<file path="src/rtl/piob_pkg.sv">
// Behaviour
// - direction bit one makes pin input; zero enables driver from latch.
// - every port pin returns to input direction on any reset.
// - latch register reads stored latch; writes update the latch.
// - pin-level register reads sampled pins; writes go into the latch.
// - bits not valid on this device read zero in latch, direction, pin-level.
// - enabled, actively driving peripheral disables port driver; pin still readable.
// - enabled but not driving peripheral lets port logic drive the pin.
// - data and enable pass selector pair; peripheral wins over port.
// - pin whose other function is input only acts as dedicated port pin.
// - pins selected as analog inputs read low in pin-level register.
// - unimplemented bits read zero in direction, latch and pin-level registers.
package piob_pkg;
	// ****************************************
	// sizes
	// ****************************************
	localparam int NUM_PORTS = 5;
	localparam int PORT_W = 16;
	localparam int ADDR_W = 16;
	localparam int IDX_W = 14;

	// ****************************************
	// register indexes (byte address is four times the index)
	// ****************************************
	localparam logic [13:0] PORT_B_DIRECTION_IDX = 14'h02c6;
	localparam logic [13:0] PORT_B_PIN_LEVEL_IDX = 14'h02c8;
	localparam logic [13:0] PORT_B_OUTPUT_LATCH_IDX = 14'h02ca;
	localparam logic [13:0] PORT_C_DIRECTION_IDX = 14'h02cc;
	localparam logic [13:0] PORT_C_PIN_LEVEL_IDX = 14'h02ce;
	localparam logic [13:0] PORT_C_OUTPUT_LATCH_IDX = 14'h02d0;
	localparam logic [13:0] PORT_D_DIRECTION_IDX = 14'h02d2;
	localparam logic [13:0] PORT_D_PIN_LEVEL_IDX = 14'h02d4;
	localparam logic [13:0] PORT_D_OUTPUT_LATCH_IDX = 14'h02d6;
	localparam logic [13:0] PORT_E_DIRECTION_IDX = 14'h02d8;
	localparam logic [13:0] PORT_E_PIN_LEVEL_IDX = 14'h02da;
	localparam logic [13:0] PORT_E_OUTPUT_LATCH_IDX = 14'h02dc;
	localparam logic [13:0] PORT_F_DIRECTION_IDX = 14'h02de;
	localparam logic [13:0] PORT_F_PIN_LEVEL_IDX = 14'h02e0;
	localparam logic [13:0] PORT_F_OUTPUT_LATCH_IDX = 14'h02e2;
	localparam logic [13:0] ANALOG_PIN_SELECT_IDX = 14'h0300;

	localparam logic [4:0][13:0] DIRECTION_IDX = {PORT_F_DIRECTION_IDX, PORT_E_DIRECTION_IDX,
		PORT_D_DIRECTION_IDX, PORT_C_DIRECTION_IDX, PORT_B_DIRECTION_IDX};
	localparam logic [4:0][13:0] PIN_LEVEL_IDX = {PORT_F_PIN_LEVEL_IDX, PORT_E_PIN_LEVEL_IDX,
		PORT_D_PIN_LEVEL_IDX, PORT_C_PIN_LEVEL_IDX, PORT_B_PIN_LEVEL_IDX};
	localparam logic [4:0][13:0] OUTPUT_LATCH_IDX = {PORT_F_OUTPUT_LATCH_IDX, PORT_E_OUTPUT_LATCH_IDX,
		PORT_D_OUTPUT_LATCH_IDX, PORT_C_OUTPUT_LATCH_IDX, PORT_B_OUTPUT_LATCH_IDX};

	// ****************************************
	// reset values; direction reset equals the set of valid pins
	// ****************************************
	localparam logic [15:0] PORT_B_DIRECTION_RST = 16'h01ff;
	localparam logic [15:0] PORT_C_DIRECTION_RST = 16'he000;
	localparam logic [15:0] PORT_D_DIRECTION_RST = 16'h000f;
	localparam logic [15:0] PORT_E_DIRECTION_RST = 16'h013f;
	localparam logic [15:0] PORT_F_DIRECTION_RST = 16'h007f;
	localparam logic [4:0][15:0] VALID_MASK_DEF = {PORT_F_DIRECTION_RST, PORT_E_DIRECTION_RST,
		PORT_D_DIRECTION_RST, PORT_C_DIRECTION_RST, PORT_B_DIRECTION_RST};
	localparam logic [15:0] OUTPUT_LATCH_RST = 16'h0000;
	localparam logic [15:0] ANALOG_PIN_SELECT_RST = 16'h0000;
	localparam int ANALOG_PORT = 0;

	// ****************************************
	// bus encodings
	// ****************************************
	localparam logic [1:0] HTRANS_NONSEQ = 2'h2;
	localparam logic HRESP_OKAY = 1'b0;

	typedef enum {KIND_NONE, KIND_DIR, KIND_PIN, KIND_LAT, KIND_ANALOG} piob_kind_t;
	typedef enum {BUS_IDLE, BUS_RD_WAIT} piob_bus_state_t;
endpackage : piob_pkg

</file>
<file path="src/rtl/piob_pad_if.sv">
`timescale 1ns/1ns
`default_nettype none
interface piob_pad_if #(
	parameter int W = 16
);
	logic [W-1:0] latch;
	logic [W-1:0] direction;
	logic [W-1:0] valid;
	logic [W-1:0] periph_en;
	logic [W-1:0] periph_drive;
	logic [W-1:0] periph_out;
	logic [W-1:0] pad_out;
	logic [W-1:0] pad_oe;

	modport port_side (
		output latch,
		output direction,
		output valid,
		output periph_en,
		output periph_drive,
		output periph_out,
		input pad_out,
		input pad_oe
	);
	modport mux_side (
		input latch,
		input direction,
		input valid,
		input periph_en,
		input periph_drive,
		input periph_out,
		output pad_out,
		output pad_oe
	);
endinterface : piob_pad_if
`default_nettype wire

</file>
<file path="src/rtl/piob_sync.sv">
`timescale 1ns/1ns
`default_nettype none
module piob_sync #(
	parameter int W = 80
) (
	input wire logic hclk,
	input wire logic hresetn,
	input wire logic [W-1:0] async_in,
	output logic [W-1:0] sync_out
);
	logic [W-1:0] meta_ff;
	logic [W-1:0] sync_ff;

	// first stage is read only by the second
	always_ff @(posedge hclk or negedge hresetn) begin
		if (!hresetn) begin
			meta_ff <= '0;
			sync_ff <= '0;
		end else begin
			meta_ff <= async_in;
			sync_ff <= meta_ff;
		end
	end

	assign sync_out = sync_ff;
endmodule : piob_sync
`default_nettype wire

</file>
<file path="src/rtl/piob_pad_mux.sv">
`timescale 1ns/1ns
`default_nettype none
module piob_pad_mux (
	input wire logic hclk,
	input wire logic hresetn,
	piob_pad_if.mux_side pad
);
	logic [$bits(pad.latch)-1:0] owner;

	// peripheral owns the pad only while enabled and driving
	assign owner = pad.periph_en & pad.periph_drive;

	// registered so pad pins come straight from flops; costs one cycle
	always_ff @(posedge hclk or negedge hresetn) begin
		if (!hresetn) begin
			pad.pad_out <= '0;
			pad.pad_oe <= '0;
		end else begin
			pad.pad_out <= pad.valid & ((owner & pad.periph_out) | (~owner & pad.latch));
			pad.pad_oe <= pad.valid & (owner | ~pad.direction);
		end
	end
endmodule : piob_pad_mux
`default_nettype wire

</file>
<file path="src/rtl/piob_top.sv">
// Implementation choice: register access over AHB-Lite.
`timescale 1ns/1ns
`default_nettype none
module piob_top #(
	parameter logic [4:0][15:0] VALID_MASK = piob_pkg::VALID_MASK_DEF
) (
	input wire logic hclk,
	input wire logic hresetn,
	input wire logic hsel,
	input wire logic [15:0] haddr,
	input wire logic [1:0] htrans,
	input wire logic hwrite,
	input wire logic [2:0] hsize,
	input wire logic [31:0] hwdata,
	input wire logic hready,
	output logic [31:0] hrdata,
	output logic hreadyout,
	output logic hresp,
	input wire logic [4:0][15:0] pad_in,
	output logic [4:0][15:0] pad_out,
	output logic [4:0][15:0] pad_oe,
	input wire logic [4:0][15:0] periph_en,
	input wire logic [4:0][15:0] periph_drive,
	input wire logic [4:0][15:0] periph_out
);
	// ****************************************
	// state
	// ****************************************
	logic [4:0][15:0] dir_ff;
	logic [4:0][15:0] lat_ff;
	logic [15:0] analog_ff;
	logic [4:0][15:0] pin_sync;
	logic [4:0][15:0] pin_level;
	piob_pkg::piob_bus_state_t state_ff;
	logic wr_pend_ff;
	logic [13:0] idx_ff;
	logic [31:0] hrdata_ff;
	logic hreadyout_ff;
	logic hresp_ff;
	logic take;
	logic [13:0] addr_idx;
	piob_pkg::piob_kind_t kind;
	logic [2:0] port_sel;
	logic [15:0] rd_word;

	assign take = hsel & hready & (htrans == piob_pkg::HTRANS_NONSEQ);
	assign addr_idx = haddr[15:2];

	// ****************************************
	// pin sampling
	// ****************************************
	piob_sync #(
		.W(80)
	) u_sync (
		.hclk(hclk),
		.hresetn(hresetn),
		.async_in(pad_in),
		.sync_out(pin_sync)
	);

	always_comb begin
		for (int p = 0; p < piob_pkg::NUM_PORTS; p++) begin
			pin_level[p] = pin_sync[p] & VALID_MASK[p];
		end
		pin_level[piob_pkg::ANALOG_PORT] = pin_level[piob_pkg::ANALOG_PORT] & ~analog_ff;
	end

	// ****************************************
	// decode of the stored data-phase index
	// ****************************************
	always_comb begin
		kind = piob_pkg::KIND_NONE;
		port_sel = 3'h0;
		if (idx_ff == piob_pkg::ANALOG_PIN_SELECT_IDX) begin
			kind = piob_pkg::KIND_ANALOG;
		end
		for (int p = 0; p < piob_pkg::NUM_PORTS; p++) begin
			if (idx_ff == piob_pkg::DIRECTION_IDX[p]) begin
				kind = piob_pkg::KIND_DIR;
				port_sel = 3'(p);
			end
			if (idx_ff == piob_pkg::PIN_LEVEL_IDX[p]) begin
				kind = piob_pkg::KIND_PIN;
				port_sel = 3'(p);
			end
			if (idx_ff == piob_pkg::OUTPUT_LATCH_IDX[p]) begin
				kind = piob_pkg::KIND_LAT;
				port_sel = 3'(p);
			end
		end
	end

	always_comb begin
		case (kind)
			piob_pkg::KIND_DIR: rd_word = dir_ff[port_sel];
			piob_pkg::KIND_PIN: rd_word = pin_level[port_sel];
			piob_pkg::KIND_LAT: rd_word = lat_ff[port_sel];
			piob_pkg::KIND_ANALOG: rd_word = analog_ff;
			default: rd_word = 16'h0000;
		endcase
	end

	// ****************************************
	// bus slave: writes zero wait, reads one wait state
	// ****************************************
	always_ff @(posedge hclk or negedge hresetn) begin
		if (!hresetn) begin
			state_ff <= piob_pkg::BUS_IDLE;
			wr_pend_ff <= 1'b0;
			idx_ff <= 14'h0000;
			hreadyout_ff <= 1'b1;
		end else begin
			case (state_ff)
				piob_pkg::BUS_IDLE: begin
					wr_pend_ff <= take & hwrite;
					if (take) begin
						idx_ff <= addr_idx;
					end
					if (take && !hwrite) begin
						state_ff <= piob_pkg::BUS_RD_WAIT;
						hreadyout_ff <= 1'b0;
					end
				end
				piob_pkg::BUS_RD_WAIT: begin
					// wait state: rd_word for the stored idx_ff is registered into hrdata_ff here
					state_ff <= piob_pkg::BUS_IDLE;
					hreadyout_ff <= 1'b1;
					wr_pend_ff <= 1'b0;
				end
				default: begin
					state_ff <= piob_pkg::BUS_IDLE;
					hreadyout_ff <= 1'b1;
					wr_pend_ff <= 1'b0;
				end
			endcase
		end
	end

	always_ff @(posedge hclk or negedge hresetn) begin
		if (!hresetn) begin
			hrdata_ff <= 32'h00000000;
		end else if (state_ff == piob_pkg::BUS_RD_WAIT) begin
			hrdata_ff <= {16'h0000, rd_word};
		end
	end

	// only OKAY is ever answered
	always_ff @(posedge hclk or negedge hresetn) begin
		if (!hresetn) begin
			hresp_ff <= piob_pkg::HRESP_OKAY;
		end else begin
			hresp_ff <= piob_pkg::HRESP_OKAY;
		end
	end

	// ****************************************
	// port registers
	// ****************************************
	always_ff @(posedge hclk or negedge hresetn) begin
		if (!hresetn) begin
			dir_ff <= VALID_MASK;
		end else if (wr_pend_ff && kind == piob_pkg::KIND_DIR) begin
			dir_ff[port_sel] <= hwdata[15:0] & VALID_MASK[port_sel];
		end
	end

	always_ff @(posedge hclk or negedge hresetn) begin
		if (!hresetn) begin
			lat_ff <= {piob_pkg::NUM_PORTS{piob_pkg::OUTPUT_LATCH_RST}};
		end else if (wr_pend_ff && (kind == piob_pkg::KIND_LAT || kind == piob_pkg::KIND_PIN)) begin
			lat_ff[port_sel] <= hwdata[15:0] & VALID_MASK[port_sel];
		end
	end

	// no guard against analog pins left as outputs; software must set direction
	always_ff @(posedge hclk or negedge hresetn) begin
		if (!hresetn) begin
			analog_ff <= piob_pkg::ANALOG_PIN_SELECT_RST;
		end else if (wr_pend_ff && kind == piob_pkg::KIND_ANALOG) begin
			analog_ff <= hwdata[15:0] & VALID_MASK[piob_pkg::ANALOG_PORT];
		end
	end

	// ****************************************
	// pad selectors, one per port
	// ****************************************
	for (genvar g = 0; g < piob_pkg::NUM_PORTS; g++) begin : g_port
		piob_pad_if #(.W(16)) u_if ();
		assign u_if.latch = lat_ff[g];
		assign u_if.direction = dir_ff[g];
		assign u_if.valid = VALID_MASK[g];
		assign u_if.periph_en = periph_en[g];
		assign u_if.periph_drive = periph_drive[g];
		assign u_if.periph_out = periph_out[g];
		assign pad_out[g] = u_if.pad_out;
		assign pad_oe[g] = u_if.pad_oe;
		piob_pad_mux u_mux (
			.hclk(hclk),
			.hresetn(hresetn),
			.pad(u_if.mux_side)
		);
	end

	assign hrdata = hrdata_ff;
	assign hreadyout = hreadyout_ff;
	assign hresp = hresp_ff;
endmodule : piob_top
`default_nettype wire

</file>
<file path="config.mk">
export PLATFORM = sky130hd
export DESIGN_NAME = piob_top
export DESIGN_NICKNAME = d
export VERILOG_FILES = /design/src/rtl/piob_pkg.sv /design/src/rtl/piob_pad_if.sv /design/src/rtl/piob_sync.sv /design/src/rtl/piob_pad_mux.sv /design/src/rtl/piob_top.sv
export SDC_FILE = /design/constraint.sdc
export NUM_CORES = 1
export LEC_CHECK = 0
export BUFFER_PORTS_ARGS = -buffer_cell sky130_fd_sc_hd__clkbuf_2
export CORE_AREA = 2 2 221 223
export DETAILED_ROUTE_END_ITERATION = 8
export DIE_AREA = 0 0 223 225
export PLACE_DENSITY = 0.51
export SETUP_SLACK_MARGIN = 0.4
export SYNTH_ARGS = -nofsm -noshare
export SYNTH_HDL_FRONTEND = slang
export SYNTH_SLANG_ARGS = --single-unit
</file>
<file path="constraint.sdc">
create_clock -name hclk -period 2.38 [get_ports hclk]
set_input_delay 0.357 -clock hclk [delete_from_list [all_inputs] [get_ports hclk]]
set_output_delay 0.357 -clock hclk [all_outputs]
set_load 0.05 [all_outputs]
</file>
-- After elaboration in Yosys (flattened, before gate mapping)
Memories as Yosys holds them, arrays and structs flattened.
Cells that the tools add are included.
- order comparisons: 2
- equality and inequality tests: 27
- mux-type cells: 45
- bitwise logic cells: 41
- reductions and logical operators: 9
- operators by type and width (operator ; number):
    $mux 32 ; 9
    $eq 14x10->1 const B ; 16
    $bwmux 80 ; 2
    $bmux 16 s3 ; 3
    $eq 32x2->1 const B ; 4
    $eq 32x3->1 const B ; 3
    $mux 16 ; 5
    $and 16x16->16 ; 4
    $pmux 16 s4 ; 1
    $and 9x9->9 ; 6
    $mux 3 ; 17
    $demux 16 s3 ; 1
    $not 9->9 ; 4
    $or 9x9->9 ; 4
    $eq 32x1->1 const B ; 1
    $eq 32x4->1 const B ; 1
    $logic_not 32->1 ; 1
    $not 16->16 ; 2
    $or 16x16->16 ; 2
    $and 7x7->7 ; 3
    $and 9x16->16 ; 1
    $not 9->16 ; 1
    $not 7->7 ; 2
    $or 7x7->7 ; 2
    14 further kinds ; 29
- register bits: 435
- memory bits (read-only): 128
- word-level logic and storage cells: 153
- memories kept: 1
- memories (memory ; depth ; width ; rd ports ; clocked after Yosys merged registers in ; wr ports ; RTL line ; source):
    (no name shown) ; 8 ; 16 ; 1 ; 0 ; 0 ; piob_top.sv:171 ; lat_ff[port_sel] <= hwdata[15:0] & VALID_MASK[port_sel];

-- Logic depth before layout (Yosys ltp)
Gate-level depths: netlist of run 1.
- depth in word-level cells: 20
- gate-level depth with buffers: 10
- depth with buffers taken out: 8

-- Modules after synthesis
A second synthesis of run 1 with hierarchy kept.
- cell total of the unflattened synthesis: 1503
- area, all modules: 17999.8 µm²
- by module, submodules not included (module ; instances ; cells an instance ; area each (µm²) ; sequential area each (µm²)):
    piob_top ; 1 ; 783 ; 7689.9 ; 3992.6
    piob_pad_mux ; 5 ; 112 ; 1261.2 ; 800.8
    piob_sync ; 1 ; 160 ; 4003.8 ; 4003.8

-- Least setup slack after synthesis of run 1
No wires, ideal clock.
- path type: register -> register
- start: register idx_ff[0]
- end: register lat_ff, in the netlist g_port[2].u_if.latch[0]
- data arrival time: 2.183 ns
- data required time: 2.255 ns
- setup slack: 0.073 ns
- stages on the path, launching flop included: 10
- cells stage by stage: dfrtp_1 nor4_4 and3_1 clkbuf_2 nand2_2 inv_2 ha_1 nand2_1 and2_1 mux2_2
- longest elaborated chain between the ends: 20
- ends and longest elaborated chain (item ; RTL line ; source):
    from (decl) ; piob_top.sv:36 ; logic [13:0] idx_ff;
    from (signal assigned) ; piob_top.sv:117 ; idx_ff <= addr_idx;
    $eq 14x10->1 ; piob_top.sv:74 ; if (idx_ff == piob_pkg::ANALOG_PIN_SELECT_IDX) begin
    $mux 3 ; piob_top.sv:74 ;
    $mux 3 ; piob_top.sv:78 ; if (idx_ff == piob_pkg::DIRECTION_IDX[p]) begin
    $mux 3 ; piob_top.sv:82 ; if (idx_ff == piob_pkg::PIN_LEVEL_IDX[p]) begin
    $mux 3 ; piob_top.sv:86 ; if (idx_ff == piob_pkg::OUTPUT_LATCH_IDX[p]) begin
    $mux 3 ; piob_top.sv:78 ;
    $mux 3 ; piob_top.sv:82 ;
    $mux 3 ; piob_top.sv:86 ;
    (+4 left out) ; n/a ;
    $mux 32 ; piob_top.sv:82 ;
    $mux 32 ; piob_top.sv:86 ;
    $mux 32 ; piob_top.sv:78 ;
    $mux 32 ; piob_top.sv:82 ;
    $mux 32 ; piob_top.sv:86 ;
    $eq 32x3->1 ; piob_top.sv:170 ; end else if (wr_pend_ff && (kind == piob_pkg::KIND_LAT || kind == piob_pkg::KIND_PIN)) begin
    $logic_or 1x1->1 ; piob_top.sv:170 ;
    $logic_and 1x1->1 ; piob_top.sv:170 ;
    to (signal assigned) ; piob_top.sv:169 ; lat_ff <= {piob_pkg::NUM_PORTS{piob_pkg::OUTPUT_LATCH_RST}};
    to (signal, indexed assignment) ; piob_top.sv:171 ;
    to (decl) ; piob_top.sv:30 ; logic [4:0][15:0] lat_ff;
Parallel ways exist; a longest one is shown, timed or not. The select of a mux whose other input is x is not followed.
A chain may end at the register's enable or synchronous reset.

-- Worst setup path in the final report of run 1
- start: register idx_ff[2]
- end: register lat_ff, in the netlist g_port[2].u_if.latch[4]
The elaborated chain is that of the path after synthesis.

==> out/metrics.yaml, run 1 <==
run_status:
  status: "finished, final reports clean"
yosys:
  yosysUniqueCellTypes: 87
  syn_area_um2: 12710
  postSynthAreaPerCell_um2: 11.38
  ys_ff_latch: 278
  synth-edff-count: 0
  ys_seq_area_frac: 0.5506
  ys_warn_count: 0
  ys_async_sr_fraction: 1.000
  synthCells: 1117
  synth_flop_cell: "dfrtp_1"
layout:
  nets: 1904
  final_area_um2: 18820
  drive_above_1_share: 0.5219
  diodes: 0
  final_util: 0.3958
  areaGrowthSynthToFinish_pct: 48.12
worst_setup_path:
  worstPathArrival_ps: 2690
  cp_max_fo: 7
  required_ps: 2820
  rr_worst_depth: 11
  crit_path_end_kind: "flop"
  cp-start-kind: "flop"
  crit_type: "reg -> reg"
global_routing:
  grt_pass1_wl_um: 66300
  grt_pass1_vias: 10025
  antenna_found_initial: 1
  grt_overflow: 0
  gr-usage-all-layers: 0.1807
  grt_max_degree: 54
detailed_routing:
  vias: 10077
  drt_iter0_markers: 597
  drc: 0
  drt-wirelength-per-cell_um: 21.67
  firstDrtPassIters: 5
  via_per_inst: 4.655
  wirelength_um: 46930
  detail-route-antenna-nets: 0
floorplanning:
  die-area_um2: 50180
  rows: 80
  core_area_um2: 47550
  chipHeight_um: 225
  io_pins: 572
  initial_utilization: 0.2672
  die_w_um: 223
clocking:
  htreeDepth: 2
  cts_tree: "built"
  cts_buffers: 35
  clk_latency_ps: 570
  root_buffer: "clkbuf_16"
  clock-sinks: 278
  cts.reportedPaths.clkPinSlew_ps: 60
  cts_buffer_depth: 3
sta:
  finalSetupViolations: 0
  slew_headroom: 0.6202
  fin_crit_sh: 0.9454
  rsz0062_at_grt: "yes"
  max_freq_ghz: 0.4445
  fin_skew_ps: 25.73
  slew_violations: 0
  hold_ws_ps: 20.90
  min_period_ps: 2250
  hold_viol_final: 0
  tightest_slew_ps: 565.9
hold_path:
  hold_path_depth: 3
  worstHoldPathType: "in -> reg"
power:
  finalPower_mw: 13.56
  powerDensity_nw_per_um2: 720.6
  ir_drop_mv: 0.4020
  p_leak_nw: 8.934
run:
  cap_violations: 0
placed_design:
  port_buffers: 225
  dp_hpwl_um: 32180
  placed_area_um2: 15050
  routabilityCongestion: 0.8910
-- cell families after synthesis --
| group | count (synthesis) | share of synthesized area |
|---|---|---|
| other cells | 1 | 0.0002951 |
| flops | 278 | 0.5506 |
| compound gates | 197 | 0.1070 |
| simple gates | 327 | 0.1315 |
| buf+inv | 191 | 0.1022 |
| fa+ha+maj | 3 | 0.002855 |
| xor+xnor | 3 | 0.002068 |
| mux | 117 | 0.1035 |
-- where the power goes --
group | internal [mW] | leakage [nW] | switching, mW
sequential | 4.92 | 3.39 | 0.135
clock | 3.58 | 0.614 | 2.24
combinational | 0.946 | 4.93 | 1.75
total | 9.44 | 8.93 | 4.12
-- worst paths after layout --
check / from / to / slack (ps)
hold / removal: periph_drive[5] / g_port[0].u_mux.pad.pad_oe[5]$_DFF_PN0_ / 20
min in group asynchronous: hresetn / u_sync.meta_ff[4]$_DFF_PN0_ / 300
hold reg to reg: u_sync.meta_ff[29]$_DFF_PN0_ / u_sync.sync_out[29]$_DFF_PN0_ / 330
setup / recovery: idx_ff[2]$_DFFE_PN0P_ / g_port[2].u_if.latch[4]$_DFFE_PN0P_ / 130
setup reg to reg: idx_ff[2]$_DFFE_PN0P_ / g_port[2].u_if.latch[4]$_DFFE_PN0P_ / 130
max in group asynchronous: hresetn / g_port[3].u_if.direction[3]$_DFFE_PN1P_ / 1330
-- critical path: stages (launching register included) --
cell and delay [ps]:
dfrtp_2 460, buf_6 160, buf_4 120, buf_4 160, a41o_4 290, nand2_8 110
buf_12 120, buf_12 130, buf_6 110, nand2_8 60, and2_4 160, mux2_4 250
-- stage by stage --
step,std cells,setup TNS (ps),setup WS (ps)
after floorplan,1237,0,303.4
after global placement,2009,-922.5,-124.1
final,2165,0,130.1
after detailed placement,2009,-892.1,-170.0
after global routing,2165,0,30.28
after CTS,2146,0,139.4
-- flip-flops by register name, indices dropped and copies added, names as in the netlist --
name / cells
hrdata: 12
g_port.u_mux.pad.pad_oe: 30
u_sync.meta_ff: 30
g_port.u_mux.pad.pad_out: 30
state_ff: 1
hreadyout: 1
g_port.u_if.latch: 60
wr_pend_ff: 1
analog_ff: 9
u_sync.sync_out: 30
g_port.u_if.direction: 60
idx_ff: 14
-- final cells by class --
type,instances,area [um2]
repair buffers,428,3530
inverters,13,56.30
clock buffers,44,969.7
flip-flops and latches,278,7000
multi-input cells,768,6195
clock inverters,19,300.3
fillers,4556,28730
well taps,615,769.5
-- per-layer routing --
| metal | share of wire | track usage | up-vias |
|---|---|---|---|
| li1 | - | - | 4511 |
| met1 | 0.41 | 0.2299 | 5053 |
| met2 | 0.48 | 0.2944 | 426 |
| met3 | 0.076 | 0.04902 | 85 |
| met4 | 0.032 | 0.06711 | 2 |
| met5 | 0.00026 | 0 | - |
-- synth_stat cells (3+ instances only) --
| cell | count | area (um2) |
|---|---|---|
| a21boi_0 | 4 | 30.03 |
| a21oi_1 | 21 | 105.1 |
| a311oi_1 | 3 | 26.28 |
| a32oi_1 | 9 | 78.83 |
| a41o_1 | 5 | 50.05 |
| and2_1 | 13 | 81.33 |
| and3_1 | 20 | 125.1 |
| buf_2 | 23 | 115.1 |
| buf_4 | 129 | 968.4 |
| buf_6 | 9 | 101.4 |
| clkbuf_1 | 14 | 52.55 |
| dfrtp_1 | 247 | 6181 |
| dfstp_2 | 31 | 814.5 |
| inv_1 | 12 | 45.04 |
| mux2_1 | 8 | 90.09 |
| mux2_2 | 107 | 1205 |
| nand2_1 | 151 | 566.8 |
| nand2b_1 | 3 | 18.77 |
| nand3_1 | 34 | 170.2 |
| nand4_1 | 6 | 37.54 |
| nor2_1 | 23 | 86.33 |
| nor2b_1 | 17 | 106.4 |
| nor3_1 | 21 | 105.1 |
| nor3_2 | 5 | 50.05 |
| nor3b_1 | 3 | 22.52 |
| o211ai_1 | 7 | 52.55 |
| o21ai_0 | 39 | 195.2 |
| o21ai_1 | 30 | 150.1 |
| o21ai_2 | 13 | 113.9 |
| o221ai_1 | 4 | 35.03 |
| o22a_1 | 3 | 26.28 |
| o22ai_1 | 20 | 125.1 |
| o31ai_1 | 4 | 30.03 |
| o32a_1 | 4 | 40.04 |
| or3_1 | 5 | 31.28 |
| xor2_1 | 3 | 26.28 |
-- placed cells by master (no fill, tap or decap), types with 15 or more instances in the layout --
cell type,n
o21ai_2,39
nand3_1,33
buf_6,45
clkbuf_2,224
nor2_1,19
nor2b_1,15
dlygate4sd3_1,32
dfstp_2,31
nand2_2,17
dfrtp_1,243
nand2_1,101
buf_12,28
clkbuf_16,39
nand2_4,28
buf_4,79
mux2_2,59
a21oi_1,15
conb_1,121
mux2_4,54
o21ai_1,30
-- timing repair --
| action | 4_1_cts | 5_1_grt |
|---|---|---|
| cloned | 8 | 5 |
| buffers inserted | 34 | 14 |
| resized for setup | 201 | 166 |
| hold buffers | 32 | 0 |
| endpoints found under the setup margin | 141 | 155 |
| pin swaps | 39 | 59 |
| hold endpoints to repair | 69 | 0 |
(Power assumes the default switching activity.)
==> run 2: changes to the inputs <==
--- a/config.mk
+++ b/config.mk
@@ -5,6 +5,7 @@
 export SDC_FILE = /design/constraint.sdc
 export NUM_CORES = 1
 export LEC_CHECK = 0
+export ABC_AREA = 1
 export BUFFER_PORTS_ARGS = -buffer_cell sky130_fd_sc_hd__clkbuf_2
 export CORE_AREA = 2 2 221 223
 export DETAILED_ROUTE_END_ITERATION = 8
==> run 2 against run 1 <==
Cell area shrank 1.2%. Cell count grew 12%. Critical path depth grew 7. Worst hold slack gained 17 ps. Sequential power shrank 2%. Clock skew shrank 11 ps. Flip-flop and latch count is the same. Synthesized area grew 0.12%. Global-route usage shrank 2.5 points. First-iteration DRC count shrank 6.7%. Largest power group unchanged.
==> out/metrics.yaml, run 2 <==
clocking:
  cts_buffer_depth: 3
  cts.reportedPaths.clkPinSlew_ps: 60
  clk_latency_ps: 550
  cts_tree: "built"
  clock-sinks: 278
  htreeDepth: 2
  cts_buffers: 34
  root_buffer: "clkbuf_16"
floorplanning:
  rows: 80
  initial_utilization: 0.2676
  io_pins: 572
  die-area_um2: 50180
  core_area_um2: 47550
  chipHeight_um: 225
  die_w_um: 223
worst_setup_path:
  r2r_end: "hrdata[5]$_DFFE_PN0P_"
  cp-start-kind: "flop"
  worstPathArrival_ps: 2750
  crit_type: "reg -> reg"
  rr_worst_depth: 18
  required_ps: 2820
  r2r_start: "idx_ff[4]$_DFFE_PN0P_"
  r2r_slack_ps: 70
  cp_max_fo: 6
  crit_path_end_kind: "flop"
yosys:
  synth_compound_area_frac: 0.08390
  ys_async_sr_fraction: 1.000
  yosysMostFrequentCell: "nand2_1"
  synth-edff-count: 0
  synth.area.mux_share: 0.02921
  syn_area_um2: 12720
  synth_xor_area_frac: 0
  synth_flop_cell: "dfrtp_1"
  synthTopCellsByArea: "dfrtp_1 49%, nand2_1 12%, buf_4 7.4%, dfstp_2 6.4%, nand3_1 3.3%"
  synth.largest_area_cell: "dfrtp_1"
  synth_adder_area_share: 0.001967
  postSynthAreaPerCell_um2: 9.132
  synth_common_cells: "406 x nand2_1, 247 x dfrtp_1, 125 x buf_4, 101 x inv_1, 85 x nand3_1"
  yosys.area_share.simple: 0.2118
  ys_seq_area_frac: 0.5499
  ys_ff_latch: 278
  synthCells: 1393
  yosysUniqueCellTypes: 39
  ys_warn_count: 0
  synth_top_area_frac: 0.4859
  synth_top_family_by_area: "simple AND/OR/NAND/NOR gates"
layout:
  diodes: 0
  fin_cells: 2433
  nets: 2172
  areaGrowthSynthToFinish_pct: 46.16
  final_util: 0.3911
  final_area_um2: 18590
  fill_cells: 4684
  layout_commonest_cell: "nand2_1"
  multiInputGateArea_um2: 5969
  layout_common_cells: "277 x nand2_1, 246 x dfrtp_1, 224 x clkbuf_2"
  regArea_um2: 6997
  drive_above_1_share: 0.4587
hold_path:
  worst_hold_path.endpoint: "idx_ff[7]$_DFFE_PN0P_"
  hold_path_depth: 2
  hp-start: "haddr[9]"
  worstHoldPathType: "in -> reg"
placed_design:
  dp_slack_ps: -199.7
  port_buffers: 225
  placed_area_um2: 14910
  routabilityCongestion: 0.8197
  dp_cells: 2296
  dp_hpwl_um: 29130
sta:
  setup_tns_ps: 0
  tightest_slew_ps: 556.7
  max_freq_ghz: 0.4331
  slew_headroom: 0.6289
  rsz0062_at_grt: "yes"
  hold_viol_final: 0
  min_period_ps: 2309
  fin_skew_ps: 14.72
  finalSetupViolations: 0
  layout_setup_ws_ps: 71.15
  hold_ws_ps: 37.70
  slew_violations: 0
  fin_crit_sh: 0.9701
detailed_routing:
  firstDrtPassIters: 5
  wirelength_um: 41810
  drc: 0
  vias: 10556
  drt_iter0_markers: 557
  via_per_inst: 4.339
  detail-route-antenna-nets: 0
  drt-wirelength-per-cell_um: 17.18
run_status:
  status: "finished, final reports clean"
power:
  finalPower_mw: 12.17
  p_leak_nw: 9.426
  powerDensity_nw_per_um2: 654.5
  ir_drop_mv: 0.4386
global_routing:
  gr-usage-met1: 0.2111
  grt_pass1_vias: 10139
  gr-usage-all-layers: 0.1562
  use_met3: 0.02842
  antenna_found_initial: 1
  grt_util_met2: 0.2541
  grt_overflow: 0
  grt_pass1_wl_um: 59220
  grt_max_degree: 68
  grt_busiest_layer: "met2"
run:
  cap_violations: 0
[run 2: cell type report]
| type | count | area share |
|---|---|---|
| flip-flops and latches | 278 | 0.3763 |
| multi-input cells | 967 | 0.3211 |
| repair buffers | 401 | 0.1701 |
| clock buffers | 50 | 0.05727 |
| well taps | 615 | 0.04139 |
| inverters | 110 | 0.02416 |
| clock inverters | 12 | 0.009690 |
[run 2: critical path, stage by stage (launching register included)]
cell	delay [ps]
dfrtp_1	410
inv_2	90
nor2_4	40
nand2_4	90
buf_4	110
nor2_1	40
nand2_2	100
nand3_4	120
buf_6	150
nor2_4	150
buf_12	160
buf_12	130
nand3_2	90
nand2_2	90
nand2_2	70
nand3_2	80
nand2_2	50
o21ai_2	150
nand2_1	70
[run 2: logic make-up after synthesis]
family | after synthesis
muxes | 33
DFF | 278
AOI/OAI and AO/OA | 193
adders and majority gates | 2
and+or+nand+nor | 615
buffers and inverters | 271
other | 1
[run 2: worst max path at each step]
stage | start | endpoint | cells after the start
3_5_place_dp | idx_ff[13]$_DFFE_PN0P_ | hrdata[5]$_DFFE_PN0P_ | 14
5_1_grt | idx_ff[4]$_DFFE_PN0P_ | hrdata[5]$_DFFE_PN0P_ | 18
3_3_place_gp | idx_ff[7]$_DFFE_PN0P_ | hrdata[2]$_DFFE_PN0P_ | 17
2_1_floorplan | idx_ff[7]$_DFFE_PN0P_ | g_port[2].u_if.direction[5]$_DFFE_PN0P_ | 15
4_1_cts | idx_ff[12]$_DFFE_PN0P_ | hrdata[14]$_DFFE_PN0P_ | 17
6_report | idx_ff[4]$_DFFE_PN0P_ | hrdata[5]$_DFFE_PN0P_ | 18
[run 2: metal layers]
layer / vias up / routed length, um
li1: 5042 / -
met1: 5071 / 18350
met2: 389 / 19900
met3: 54 / 2602
met4: 0 / 953
met5: - / 0
[run 2: where the power goes]
| part | leakage (nW) | internal [mW] | total (mW) | switching, mW |
|---|---|---|---|---|
| Clock | 0.607 | 3.56 | 5.68 | 2.13 |
| Combinational | 5.84 | 0.424 | 1.51 | 1.09 |
| Sequential | 2.98 | 4.89 | 4.97 | 0.0852 |
| Total | 9.43 | 8.87 | 12.2 | 3.30 |
[run 2: timing repair]
| action | in CTS | in global routing |
|---|---|---|
| setup endpoints to repair | 139 | 141 |
| gates cloned | 4 | 14 |
| gates resized for setup | 149 | 300 |
| hold buffers | 32 | 0 |
| setup buffers | 18 | 7 |
| hold endpoints to repair | 81 | 0 |
| pin swaps | 35 | 88 |
